$ cat config.mk
export PLATFORM = sky130hd
export DESIGN_NAME = psf_fault_ctrl
export DESIGN_NICKNAME = d
export VERILOG_FILES = /design/src/hw/psf_pkg.sv /design/src/hw/psf_fault_ctrl.sv
export SDC_FILE = /design/constraint.sdc
export NUM_CORES = 1
export LEC_CHECK = 0
export BUFFER_PORTS_ARGS = -buffer_cell sky130_fd_sc_hd__buf_2
export CAP_MARGIN = 25
export CORE_MARGIN = 1.5
export CORE_UTILIZATION = 50
export CTS_CLUSTER_DIAMETER = 50
export DETAILED_ROUTE_END_ITERATION = 8
export PLACE_DENSITY = 0.74
export SLEW_MARGIN = 20
export SYNTH_ARGS = -nofsm -noshare
export SYNTH_HDL_FRONTEND = slang
export SYNTH_SLANG_ARGS = --single-unit
$ cat constraint.sdc
create_clock -name aclk -period 2.65 [get_ports aclk]
set_input_delay 0 -clock aclk [delete_from_list [all_inputs] [get_ports aclk]]
set_output_delay 0 -clock aclk [all_outputs]
set_load 0.05 [all_outputs]
$ cat src/hw/psf_pkg.sv
/*
 * Constants, field layout and state codes of the protection switch
 * fault controller. Assumes a 50 MHz aclk and comparator inputs that
 * are already synchronous to it.
 */
// How it works
// enabled only while enable is high and supply lockout inactive.
// switch may turn on only with supply above lockout threshold.
// threshold select latched at enable, later changes ignored.
// select low picks higher trip, select high picks lower trip.
// over-voltage with switch on turns it off after debounce.
// over-voltage debounce is 512 us.
// over-voltage keeps an off switch from turning on.
// over-voltage protection pulls the fault flag low.
// reverse current comparator forces the switch off.
// thermal shutdown turns the switch off.
// auto-restart waits for thermal release point before turn-on.
// latch-off variant stays off until enable toggles or power cycles.
// at enable check faults, then turn on after enable delay.
// startup timer trips after 500 us continuous current limit.
// limit timer disabled once switch fully on.
// auto-restart retries short every 64 ms until disabled.
// latch-off retries short 4 times every 2 ms then latches.
// at enable faults withhold turn-on; flag only for ov and thermal.
// reverse current clear turns on without soft-start, flag released.
// faults watched while enabled, short only during soft-start.
// auto-restart resumes with soft-start after ov or thermal clears.
// far side drives enable to a definite level.
// recovery policy is a build-time parameter.
// comparator results are synchronous inputs, times counted in clocks.
package psf_pkg;
   // clock and timing
   localparam int unsigned CLK_MHZ          = 50;
   localparam int unsigned OV_DEBOUNCE_US   = 512;
   localparam int unsigned OV_DEBOUNCE_CYC  = OV_DEBOUNCE_US * CLK_MHZ;
   localparam int unsigned SHORT_LIMIT_US   = 500;
   localparam int unsigned SHORT_LIMIT_CYC  = SHORT_LIMIT_US * CLK_MHZ;
   localparam int unsigned RETRY_PERIOD_MS  = 64;
   localparam int unsigned RETRY_PERIOD_CYC =
      RETRY_PERIOD_MS * 1000 * CLK_MHZ;
   localparam int unsigned RETRY_INTVL_MS   = 2;
   localparam int unsigned RETRY_INTVL_CYC  = RETRY_INTVL_MS * 1000 * CLK_MHZ;
   localparam int unsigned EN_DELAY_MS      = 9;
   localparam int unsigned EN_DELAY_CYC     = EN_DELAY_MS * 1000 * CLK_MHZ;
   localparam int unsigned RETRY_COUNT      = 4;

   // register map
   localparam logic [7:0] CTRL_OFS          = 8'h00;
   localparam logic [7:0] STATUS_OFS        = 8'h04;
   localparam int unsigned CTRL_FORCE_BIT   = 0;
   localparam logic        CTRL_RESET       = 1'b0;
   localparam int unsigned ST_STATE_LSB     = 0;
   localparam int unsigned ST_GATE_BIT      = 3;
   localparam int unsigned ST_SOFT_BIT      = 4;
   localparam int unsigned ST_FLT_BIT       = 5;
   localparam int unsigned ST_OVSEL_BIT     = 6;
   localparam int unsigned ST_HOT_BIT       = 7;
   localparam int unsigned ST_RETRY_LSB     = 8;
   localparam int unsigned ST_EN_BIT        = 11;
   localparam logic [1:0]  RESP_OKAY        = 2'h0;
   localparam logic [1:0]  RESP_SLVERR      = 2'h2;

   // gray codes along idle, check, delay, soft-start, on
   typedef enum logic [2:0] {
      ST_IDLE    = 3'h0,
      ST_CHECK   = 3'h1,
      ST_DELAY   = 3'h3,
      ST_SOFT    = 3'h2,
      ST_ON      = 3'h6,
      ST_RETRY   = 3'h7,
      ST_HOLD    = 3'h5,
      ST_LATCHED = 3'h4
   } psf_state_t;
endpackage

$ cat src/hw/psf_fault_ctrl.sv
/*
 * Fault control state machine of a high-side protection switch, with an
 * AXI4-Lite register slave for a force-off control and a status word.
 * Assumes comparator inputs synchronous to aclk and a single 50 MHz clock.
 */
module psf_fault_ctrl
   import psf_pkg::*;
#(
   // build-time policy
   parameter bit          AUTO_RESTART = 1'b1,
   parameter int unsigned OVD_CYC      = OV_DEBOUNCE_CYC,
   parameter int unsigned SHORT_CYC    = SHORT_LIMIT_CYC,
   parameter int unsigned RPER_CYC     = RETRY_PERIOD_CYC,
   parameter int unsigned RINT_CYC     = RETRY_INTVL_CYC,
   parameter int unsigned EDLY_CYC     = EN_DELAY_CYC
)(
   input  wire logic        aclk,
   input  wire logic        aresetn,
   input  wire logic        enable,
   input  wire logic        input_undervoltage_lockout,
   input  wire logic        overvoltage_level_select,
   input  wire logic        ov_above_high_level,
   input  wire logic        ov_above_low_level,
   input  wire logic        thermal_shutdown,
   input  wire logic        thermal_cooled,
   input  wire logic        reverse_current_block,
   input  wire logic        current_limit_active,
   input  wire logic        soft_start_done,
   output logic             switch_gate_on,
   output logic             soft_start_run,
   output logic             fault_flag_n_o,
   output logic             fault_flag_n_oe,
   input  wire logic [7:0]  s_axil_awaddr,
   input  wire logic        s_axil_awvalid,
   output logic             s_axil_awready,
   input  wire logic [31:0] s_axil_wdata,
   input  wire logic [3:0]  s_axil_wstrb,
   input  wire logic        s_axil_wvalid,
   output logic             s_axil_wready,
   output logic [1:0]       s_axil_bresp,
   output logic             s_axil_bvalid,
   input  wire logic        s_axil_bready,
   input  wire logic [7:0]  s_axil_araddr,
   input  wire logic        s_axil_arvalid,
   output logic             s_axil_arready,
   output logic [31:0]      s_axil_rdata,
   output logic [1:0]       s_axil_rresp,
   output logic             s_axil_rvalid,
   input  wire logic        s_axil_rready
);

   ////////////////////////////////////////////////////////////////////////
   typedef struct packed {
      psf_state_t  state;
      logic        ov_sel_low;
      logic        hot_flag;
      logic        resume_on;
      logic [2:0]  retries;
      logic [31:0] cnt;
      logic [31:0] ov_cnt;
      logic        gate;
      logic        ss_run;
      logic        flt_o;
      logic        flt_oe;
      logic        force_off;
      logic        aw_held;
      logic        w_held;
      logic [7:0]  awaddr;
      logic [31:0] wdata;
      logic        wstrb0;
      logic        awready;
      logic        wready;
      logic        bvalid;
      logic [1:0]  bresp;
      logic        arready;
      logic        rvalid;
      logic [31:0] rdata;
      logic [1:0]  rresp;
   } psf_regs_t;

   localparam int unsigned RWAIT_CYC = AUTO_RESTART ? RPER_CYC : RINT_CYC;

   psf_regs_t s_reg;
   psf_regs_t s_next;
   logic      enabled;
   logic      ov_now;
   logic      ov_trip;
   logic      fault_any;

   // lockout and the software force-off both disable
   assign enabled   = enable & ~input_undervoltage_lockout & ~s_reg.force_off;
   // captured select picks the comparator
   assign ov_now    = s_reg.ov_sel_low ? ov_above_low_level
                                       : ov_above_high_level;
   // trip on the last debounce cycle
   assign ov_trip   = ov_now && (s_reg.ov_cnt == OVD_CYC - 1);
   assign fault_any = ov_now | s_reg.hot_flag | reverse_current_block;

   ////////////////////////////////////////////////////////////////////////
   always_comb begin
      s_next = s_reg;
      // hot set wins, release only below the lower point
      s_next.hot_flag = thermal_shutdown | (s_reg.hot_flag & ~thermal_cooled);
      // times counted in clocks
      s_next.ov_cnt   = (ov_now && s_reg.gate) ? s_reg.ov_cnt + 32'h1 : '0;
      s_next.flt_o    = 1'b0;

      if (!enabled) begin
         // losing enabled (enable low, lockout or force-off) is the only way out of a latch
         s_next.state     = ST_IDLE;
         s_next.gate      = 1'b0;
         s_next.ss_run    = 1'b0;
         s_next.retries   = '0;
         s_next.cnt       = '0;
         s_next.resume_on = 1'b0;
      end else begin
         unique case (s_reg.state)
            ST_IDLE: begin
               // latch the level selection once per enable
               s_next.ov_sel_low = overvoltage_level_select;
               s_next.state      = ST_CHECK;
            end
            ST_CHECK: begin
               // withhold turn-on while any fault exists
               s_next.cnt = '0;
               if (fault_any) begin
                  s_next.state     = ST_HOLD;
                  s_next.resume_on = 1'b0;
               end else begin
                  s_next.state = ST_DELAY;
               end
            end
            ST_DELAY: begin
               // count the enable delay before soft-start
               if (fault_any) begin
                  s_next.state = ST_HOLD;
               end else if (s_reg.cnt == EDLY_CYC - 1) begin
                  s_next.state  = ST_SOFT;
                  s_next.gate   = 1'b1;
                  s_next.ss_run = 1'b1;
                  s_next.cnt    = '0;
               end else begin
                  s_next.cnt = s_reg.cnt + 32'h1;
               end
            end
            ST_SOFT: begin
               // thermal, reverse and debounced ov stop it
               if (s_reg.hot_flag || reverse_current_block || ov_trip) begin
                  s_next.state     = ST_HOLD;
                  s_next.gate      = 1'b0;
                  s_next.ss_run    = 1'b0;
                  s_next.resume_on = 1'b0;
               end else if (soft_start_done) begin
                  // limit timer no longer runs once fully on
                  s_next.state  = ST_ON;
                  s_next.ss_run = 1'b0;
                  s_next.cnt    = '0;
               end else if (current_limit_active) begin
                  // continuous limiting for the timer period
                  if (s_reg.cnt == SHORT_CYC - 1) begin
                     s_next.gate   = 1'b0;
                     s_next.ss_run = 1'b0;
                     s_next.cnt    = '0;
                     // retry policy of the variant
                     if (!AUTO_RESTART &&
                         s_reg.retries == 3'(RETRY_COUNT)) begin
                        s_next.state = ST_LATCHED;
                     end else begin
                        s_next.state = ST_RETRY;
                        if (!AUTO_RESTART) begin
                           s_next.retries = s_reg.retries + 3'h1;
                        end
                     end
                  end else begin
                     s_next.cnt = s_reg.cnt + 32'h1;
                  end
               end else begin
                  // timer restarts when current drops below limit
                  s_next.cnt = '0;
               end
            end
            ST_ON: begin

               if (s_reg.hot_flag || reverse_current_block || ov_trip) begin
                  s_next.state     = ST_HOLD;
                  s_next.gate      = 1'b0;
                  s_next.resume_on = reverse_current_block &
                                     ~s_reg.hot_flag & ~ov_trip;
               end
            end
            ST_RETRY: begin
               // wait the retry period, then soft-start again
               if (ov_now || s_reg.hot_flag) begin
                  s_next.state = ST_HOLD;
                  s_next.cnt   = '0;
               end else if (s_reg.cnt == RWAIT_CYC - 1) begin
                  s_next.state  = ST_SOFT;
                  s_next.gate   = 1'b1;
                  s_next.ss_run = 1'b1;
                  s_next.cnt    = '0;
               end else begin
                  s_next.cnt = s_reg.cnt + 32'h1;
               end
            end
            ST_HOLD: begin
               s_next.cnt = '0;
               if (!AUTO_RESTART && (ov_now || s_reg.hot_flag)) begin
                  // latch-off for over-voltage and thermal faults
                  s_next.state = ST_LATCHED;
               end else if (!fault_any) begin
                  s_next.gate = 1'b1;
                  if (s_reg.resume_on) begin
                     // reverse current cleared, no soft-start
                     s_next.state = ST_ON;
                  end else begin
                     // soft-start after ov or thermal clears
                     s_next.state  = ST_SOFT;
                     s_next.ss_run = 1'b1;
                  end
                  s_next.resume_on = 1'b0;
               end
            end
            ST_LATCHED: begin
               s_next.gate   = 1'b0;
               s_next.ss_run = 1'b0;
            end
         endcase
      end

      // flag for ov, thermal and startup short, never reverse
      s_next.flt_oe = enabled & (ov_now | s_next.hot_flag |
                      s_next.state == ST_RETRY |
                      (s_next.state == ST_LATCHED &
                       s_next.retries == 3'(RETRY_COUNT)) |
                      (s_next.state == ST_LATCHED & ~AUTO_RESTART &
                       s_reg.state == ST_HOLD));
      if (s_reg.state == ST_LATCHED && enabled) begin
         s_next.flt_oe = 1'b1;
      end

      ////////////////////////////////////////////////////////////////////
      // write channel: address and data taken in either order
      if (s_axil_awvalid && s_reg.awready) begin
         s_next.aw_held = 1'b1;
         s_next.awaddr  = s_axil_awaddr;
      end
      if (s_axil_wvalid && s_reg.wready) begin
         s_next.w_held = 1'b1;
         s_next.wdata  = s_axil_wdata;
         s_next.wstrb0 = s_axil_wstrb[0];
      end
      if (s_reg.bvalid && s_axil_bready) begin
         s_next.bvalid = 1'b0;
      end
      if (s_reg.aw_held && s_reg.w_held && !s_reg.bvalid) begin
         s_next.aw_held = 1'b0;
         s_next.w_held  = 1'b0;
         s_next.bvalid  = 1'b1;
         s_next.bresp   = RESP_OKAY;
         if (s_reg.awaddr == CTRL_OFS) begin
            if (s_reg.wstrb0) begin
               s_next.force_off = s_reg.wdata[CTRL_FORCE_BIT];
            end
         end else if (s_reg.awaddr != STATUS_OFS) begin
            s_next.bresp = RESP_SLVERR;
         end
      end
      s_next.awready = ~s_next.aw_held & ~s_next.bvalid;
      s_next.wready  = ~s_next.w_held & ~s_next.bvalid;

      // read channel: one outstanding read
      if (s_reg.rvalid && s_axil_rready) begin
         s_next.rvalid = 1'b0;
      end
      if (s_axil_arvalid && s_reg.arready) begin
         s_next.rvalid = 1'b1;
         s_next.rresp  = RESP_OKAY;
         s_next.rdata  = '0;
         if (s_axil_araddr == CTRL_OFS) begin
            s_next.rdata[CTRL_FORCE_BIT] = s_reg.force_off;
         end else if (s_axil_araddr == STATUS_OFS) begin
            s_next.rdata[ST_STATE_LSB +: 3] = s_reg.state;
            s_next.rdata[ST_GATE_BIT]       = s_reg.gate;
            s_next.rdata[ST_SOFT_BIT]       = s_reg.ss_run;
            s_next.rdata[ST_FLT_BIT]        = s_reg.flt_oe;
            s_next.rdata[ST_OVSEL_BIT]      = s_reg.ov_sel_low;
            s_next.rdata[ST_HOT_BIT]        = s_reg.hot_flag;
            s_next.rdata[ST_RETRY_LSB +: 3] = s_reg.retries;
            s_next.rdata[ST_EN_BIT]         = enabled;
         end else begin
            s_next.rresp = RESP_SLVERR;
         end
      end
      s_next.arready = ~s_next.rvalid;
   end

   always_ff @(posedge aclk) begin
      if (!aresetn) begin
         s_reg           <= '0;
         s_reg.force_off <= CTRL_RESET;
      end else begin
         s_reg <= s_next;
      end
   end

   assign switch_gate_on  = s_reg.gate;
   assign soft_start_run  = s_reg.ss_run;
   assign fault_flag_n_o  = s_reg.flt_o;
   assign fault_flag_n_oe = s_reg.flt_oe;
   assign s_axil_awready  = s_reg.awready;
   assign s_axil_wready   = s_reg.wready;
   assign s_axil_bvalid   = s_reg.bvalid;
   assign s_axil_bresp    = s_reg.bresp;
   assign s_axil_arready  = s_reg.arready;
   assign s_axil_rvalid   = s_reg.rvalid;
   assign s_axil_rdata    = s_reg.rdata;
   assign s_axil_rresp    = s_reg.rresp;

   ////////////////////////////////////////////////////////////////////////
   // helper counters seen only by the checks below
   logic [31:0] ovrun_reg;
   logic [31:0] shortrun_reg;
   always_ff @(posedge aclk) begin
      if (!aresetn) begin
         ovrun_reg    <= '0;
         shortrun_reg <= '0;
      end else begin
         ovrun_reg    <= (s_reg.gate && ov_now) ? ovrun_reg + 32'h1 : '0;
         shortrun_reg <= (s_reg.state == ST_SOFT && current_limit_active)
                         ? shortrun_reg + 32'h1 : '0;
      end
   end
endmodule

==> results.ini <==
[status]
status=complete, no violations

[timing]
final-hold-violation-count=0
worstMarginPinSlew_ns=0.870
final_min_period_over_clock_period_pct=95.1
clock_skew_ns=0.0139
finalSetupViolations=0
final.min_clock_period_ns=2.52
timing.fmax_ghz=0.397
finalMaxSlewViolations=0
relSlewSlack_pct=41.9

[power]
post-layout-total-power_uw=3000
power.share.sequential_pct=55.4
cellPowerDensity_nw_per_um2=470
power.ir.vdd_worst_mv=0.229
power.leakage_uw=0.00236
internal_power_uw=2200
total_switching_power_uw=804
pwr-share-clk_pct=34.6
power.share.combinational_pct=10.0
swShare_pct=26.8

[grt]
track_usage_pct=22.1
grt_start_max_net_pins=33
antenna_found_initial=0
globalRoute.totalOverflow=0
number_of_global_route_vias_before_repair=4531
grt_first_pass_wirelength_um=20400

[floorplan]
dieWidth_um=107
fp.dieArea_um2=11400
die_height_um=107
starting_density_pct=51.8
rows=37
design.portCount=114
core-area_um2=10400

[layout]
final_core_utilization_pct=61.6
area_growth_pct=19.0
insertedDiodeCount=0
largest_reg_flops=86
design.final.nets=818
drive_gt1_share_pct=17.9

[synth]
synthesis.yosys.warnings=0
mean_instance_size_in_the_synthesized_netlist_um2=8.41
synth_top_flop_cell=sky130_fd_sc_hd__dfxtp_1
synth-seq-cells=108
synth_cell_type_count=67
synth_async_sr_flop_share_pct=0
cell_count_after_synthesis=639
post_synth_instance_area_um2=5370
synth_enable_flop_cells=0
yosysSeqAreaShare_pct=40.2

[worst_setup_path]
timing.critical_path.required_ns=2.95
critPathKind=reg -> reg
crit_chain=nor4_1, nand3_1, o31a_4, and2_1, or3b_1, a31o_2, mux2i_1, o2bb2ai_1
timing.critical_path.slowest_cell_delay_ns=0.41
r2r-start=s_reg[116]$_SDFF_PN0_
critical_path.startpoint_type=register
critPathSlowestCell=sky130_fd_sc_hd__o31a_4
data_arrival_time_of_the_critical_path_ns=2.82
critical_path.startpoint=s_reg[116]$_SDFF_PN0_
critical_path.endpoint_type=register
cp_max_fo=7

[routing]
drt-wirelength-per-cell_um=13.9
detail_route.first_pass.iterations=5
ant_nets=0
drt_drc_violations_left=0
detailroute.via_count=4813
drtIter0Drc=257
wirelength_um=12300
avgViaCountPerCell=5.45

[clock_network]
cts_htree_levels=3
clock_insertion_delay_worst_skew_ns=0.38
ctsRootBufferMaster=sky130_fd_sc_hd__clkbuf_8
clock_sink_count=108
cts-buffers-inserted=9
cts-root-to-sink-buffers=2
clk_pin_slew_ns=0.10
cts_tree=yes

[min_path]
timing.hold.worst.class=in -> reg
worst_hold_startpoint=reverse_current_block

[placement]
gp_routability_congestion=0.905
detailedPlacementHpwl_um=8380
port_buffer_count=56

[run]
drv_cap=0

[layout make-up]
| cell class | instances | area (µm²) |
|---|---|---|
| fill | 866 | 3980 |
| multi-input combinational | 488 | 2920 |
| sequential | 108 | 2160 |
| timing repair buffer | 126 | 901 |
| tap | 136 | 170 |
| clock buffer | 9 | 124 |
| clock inverter | 7 | 86.3 |
| inverter | 9 | 33.8 |
[synthesized netlist by cell type, types with 14 or more instances]
master / instances / area share [%]
sky130_fd_sc_hd__a21oi_1: 35 / 3.3
sky130_fd_sc_hd__and3_1: 14 / 1.6
sky130_fd_sc_hd__buf_4: 40 / 5.6
sky130_fd_sc_hd__dfxtp_1: 108 / 40
sky130_fd_sc_hd__nand2_1: 54 / 3.8
sky130_fd_sc_hd__nand3_1: 42 / 3.9
sky130_fd_sc_hd__nor2_1: 95 / 6.6
sky130_fd_sc_hd__nor3_1: 20 / 1.9
sky130_fd_sc_hd__o21ai_0: 17 / 1.6
sky130_fd_sc_hd__xnor2_1: 16 / 2.6
sky130_fd_sc_hd__xor2_1: 31 / 5.1
[layer usage]
| layer | wire (µm) | global-route usage (%) |
|---|---|---|
| met5 | 0 | 0 |
| met4 | 176 | 8.19 |
| met3 | 571 | 3.28 |
| met2 | 6070 | 38.3 |
| met1 | 5450 | 27.6 |
[metrics by stage]
step | area [µm²] | std cells | TNS [ns] | worst slack, ns | hold WS [ns]
floorplan | 5460 | 661 | 0 | 0.247 | 0.124
global placement | 5790 | 832 | 0 | 0.116 | 0.233
detailed placement | 5790 | 832 | 0 | 0.102 | 0.224
CTS | 6330 | 881 | 0 | 0.0638 | 0.0111
global route | 6390 | 883 | -0.0128 | -0.0128 | 0.0615
finish | 6390 | 883 | 0 | 0.130 | 0.0520
[power groups by stage]
stage / combinational (µW) / sequential (µW) / clock, µW
floorplan: 205 / 1710 / 0
global placement: 255 / 1700 / 0
detailed placement: 258 / 1700 / 0
CTS: 294 / 1660 / 1060
global route: 322 / 1670 / 1130
finish: 301 / 1660 / 1040
[logic make-up after synthesis]
kind of cell	count (synthesis)	share of synthesized area, %
adders and majority gates	7	1.63
DFF	108	40.2
muxes	9	1.96
other	1	0.0698
and+or+nand+nor	308	29.3
xor gates and xnor gates	47	7.66
buffers and inverters	65	7.87
AOI/OAI and AO/OA	94	11.3
[cells in the final DEF, fill, tap and decap left out, types with 3 or more instances in the layout]
| cell type | n |
|---|---|
| sky130_fd_sc_hd__o211ai_1 | 3 |
| sky130_fd_sc_hd__nor4_2 | 3 |
| sky130_fd_sc_hd__dlygate4sd3_1 | 33 |
| sky130_fd_sc_hd__a22oi_1 | 13 |
| sky130_fd_sc_hd__conb_1 | 23 |
| sky130_fd_sc_hd__nor4_1 | 8 |
| sky130_fd_sc_hd__clkbuf_8 | 9 |
| sky130_fd_sc_hd__or4_4 | 3 |
| sky130_fd_sc_hd__a211oi_1 | 3 |
| sky130_fd_sc_hd__or2_2 | 3 |
| sky130_fd_sc_hd__nor4b_1 | 3 |
| sky130_fd_sc_hd__and2_1 | 3 |
| sky130_fd_sc_hd__o21ai_0 | 17 |
| sky130_fd_sc_hd__nand4_1 | 13 |
| sky130_fd_sc_hd__and3_1 | 14 |
| sky130_fd_sc_hd__xor2_1 | 31 |
| sky130_fd_sc_hd__or3_1 | 12 |
| sky130_fd_sc_hd__clkinv_4 | 3 |
| sky130_fd_sc_hd__nand2_1 | 54 |
| sky130_fd_sc_hd__nor3_1 | 20 |
| sky130_fd_sc_hd__a21oi_1 | 35 |
| sky130_fd_sc_hd__nand3b_1 | 3 |
| sky130_fd_sc_hd__dfxtp_1 | 108 |
| sky130_fd_sc_hd__nand2b_1 | 9 |
| sky130_fd_sc_hd__o21a_1 | 4 |
| sky130_fd_sc_hd__nand3_1 | 42 |
| sky130_fd_sc_hd__buf_4 | 36 |
| sky130_fd_sc_hd__nor2_1 | 95 |
| sky130_fd_sc_hd__xnor2_1 | 16 |
| sky130_fd_sc_hd__mux2i_1 | 6 |
| sky130_fd_sc_hd__inv_1 | 8 |
| sky130_fd_sc_hd__buf_2 | 56 |
| sky130_fd_sc_hd__nand4b_1 | 3 |
| sky130_fd_sc_hd__ha_1 | 6 |
| sky130_fd_sc_hd__nor3b_1 | 4 |
| sky130_fd_sc_hd__nor2b_1 | 3 |
[critical path: cells and delay by family, from the launching register on]
kind	cells	cell delay, ns
flops	1	0.37
mux	1	0.15
compound gates	3	0.77
simple gates	4	1.17
[repair_timing]
item | in CTS | in global routing
endpoints found under the setup margin | 0 | 35
hold buffers | 33 | 0
resized for setup | 0 | 8
hold endpoints to repair | 22 | 0
setup buffers | 0 | 2
[path summary, 6_finish.rpt]
check                                to  slack [ns]  depth (start not counted)
max reg2reg  fault_flag_n_oe$_SDFF_PN0_        0.13                          8
max          fault_flag_n_oe$_SDFF_PN0_        0.13                          8
min             s_reg[156]$_SDFFE_PN0P_        0.05                          4
min reg2reg        s_reg[89]$_SDFF_PN0_        0.46                          1
(Power assumes the default switching activity.)
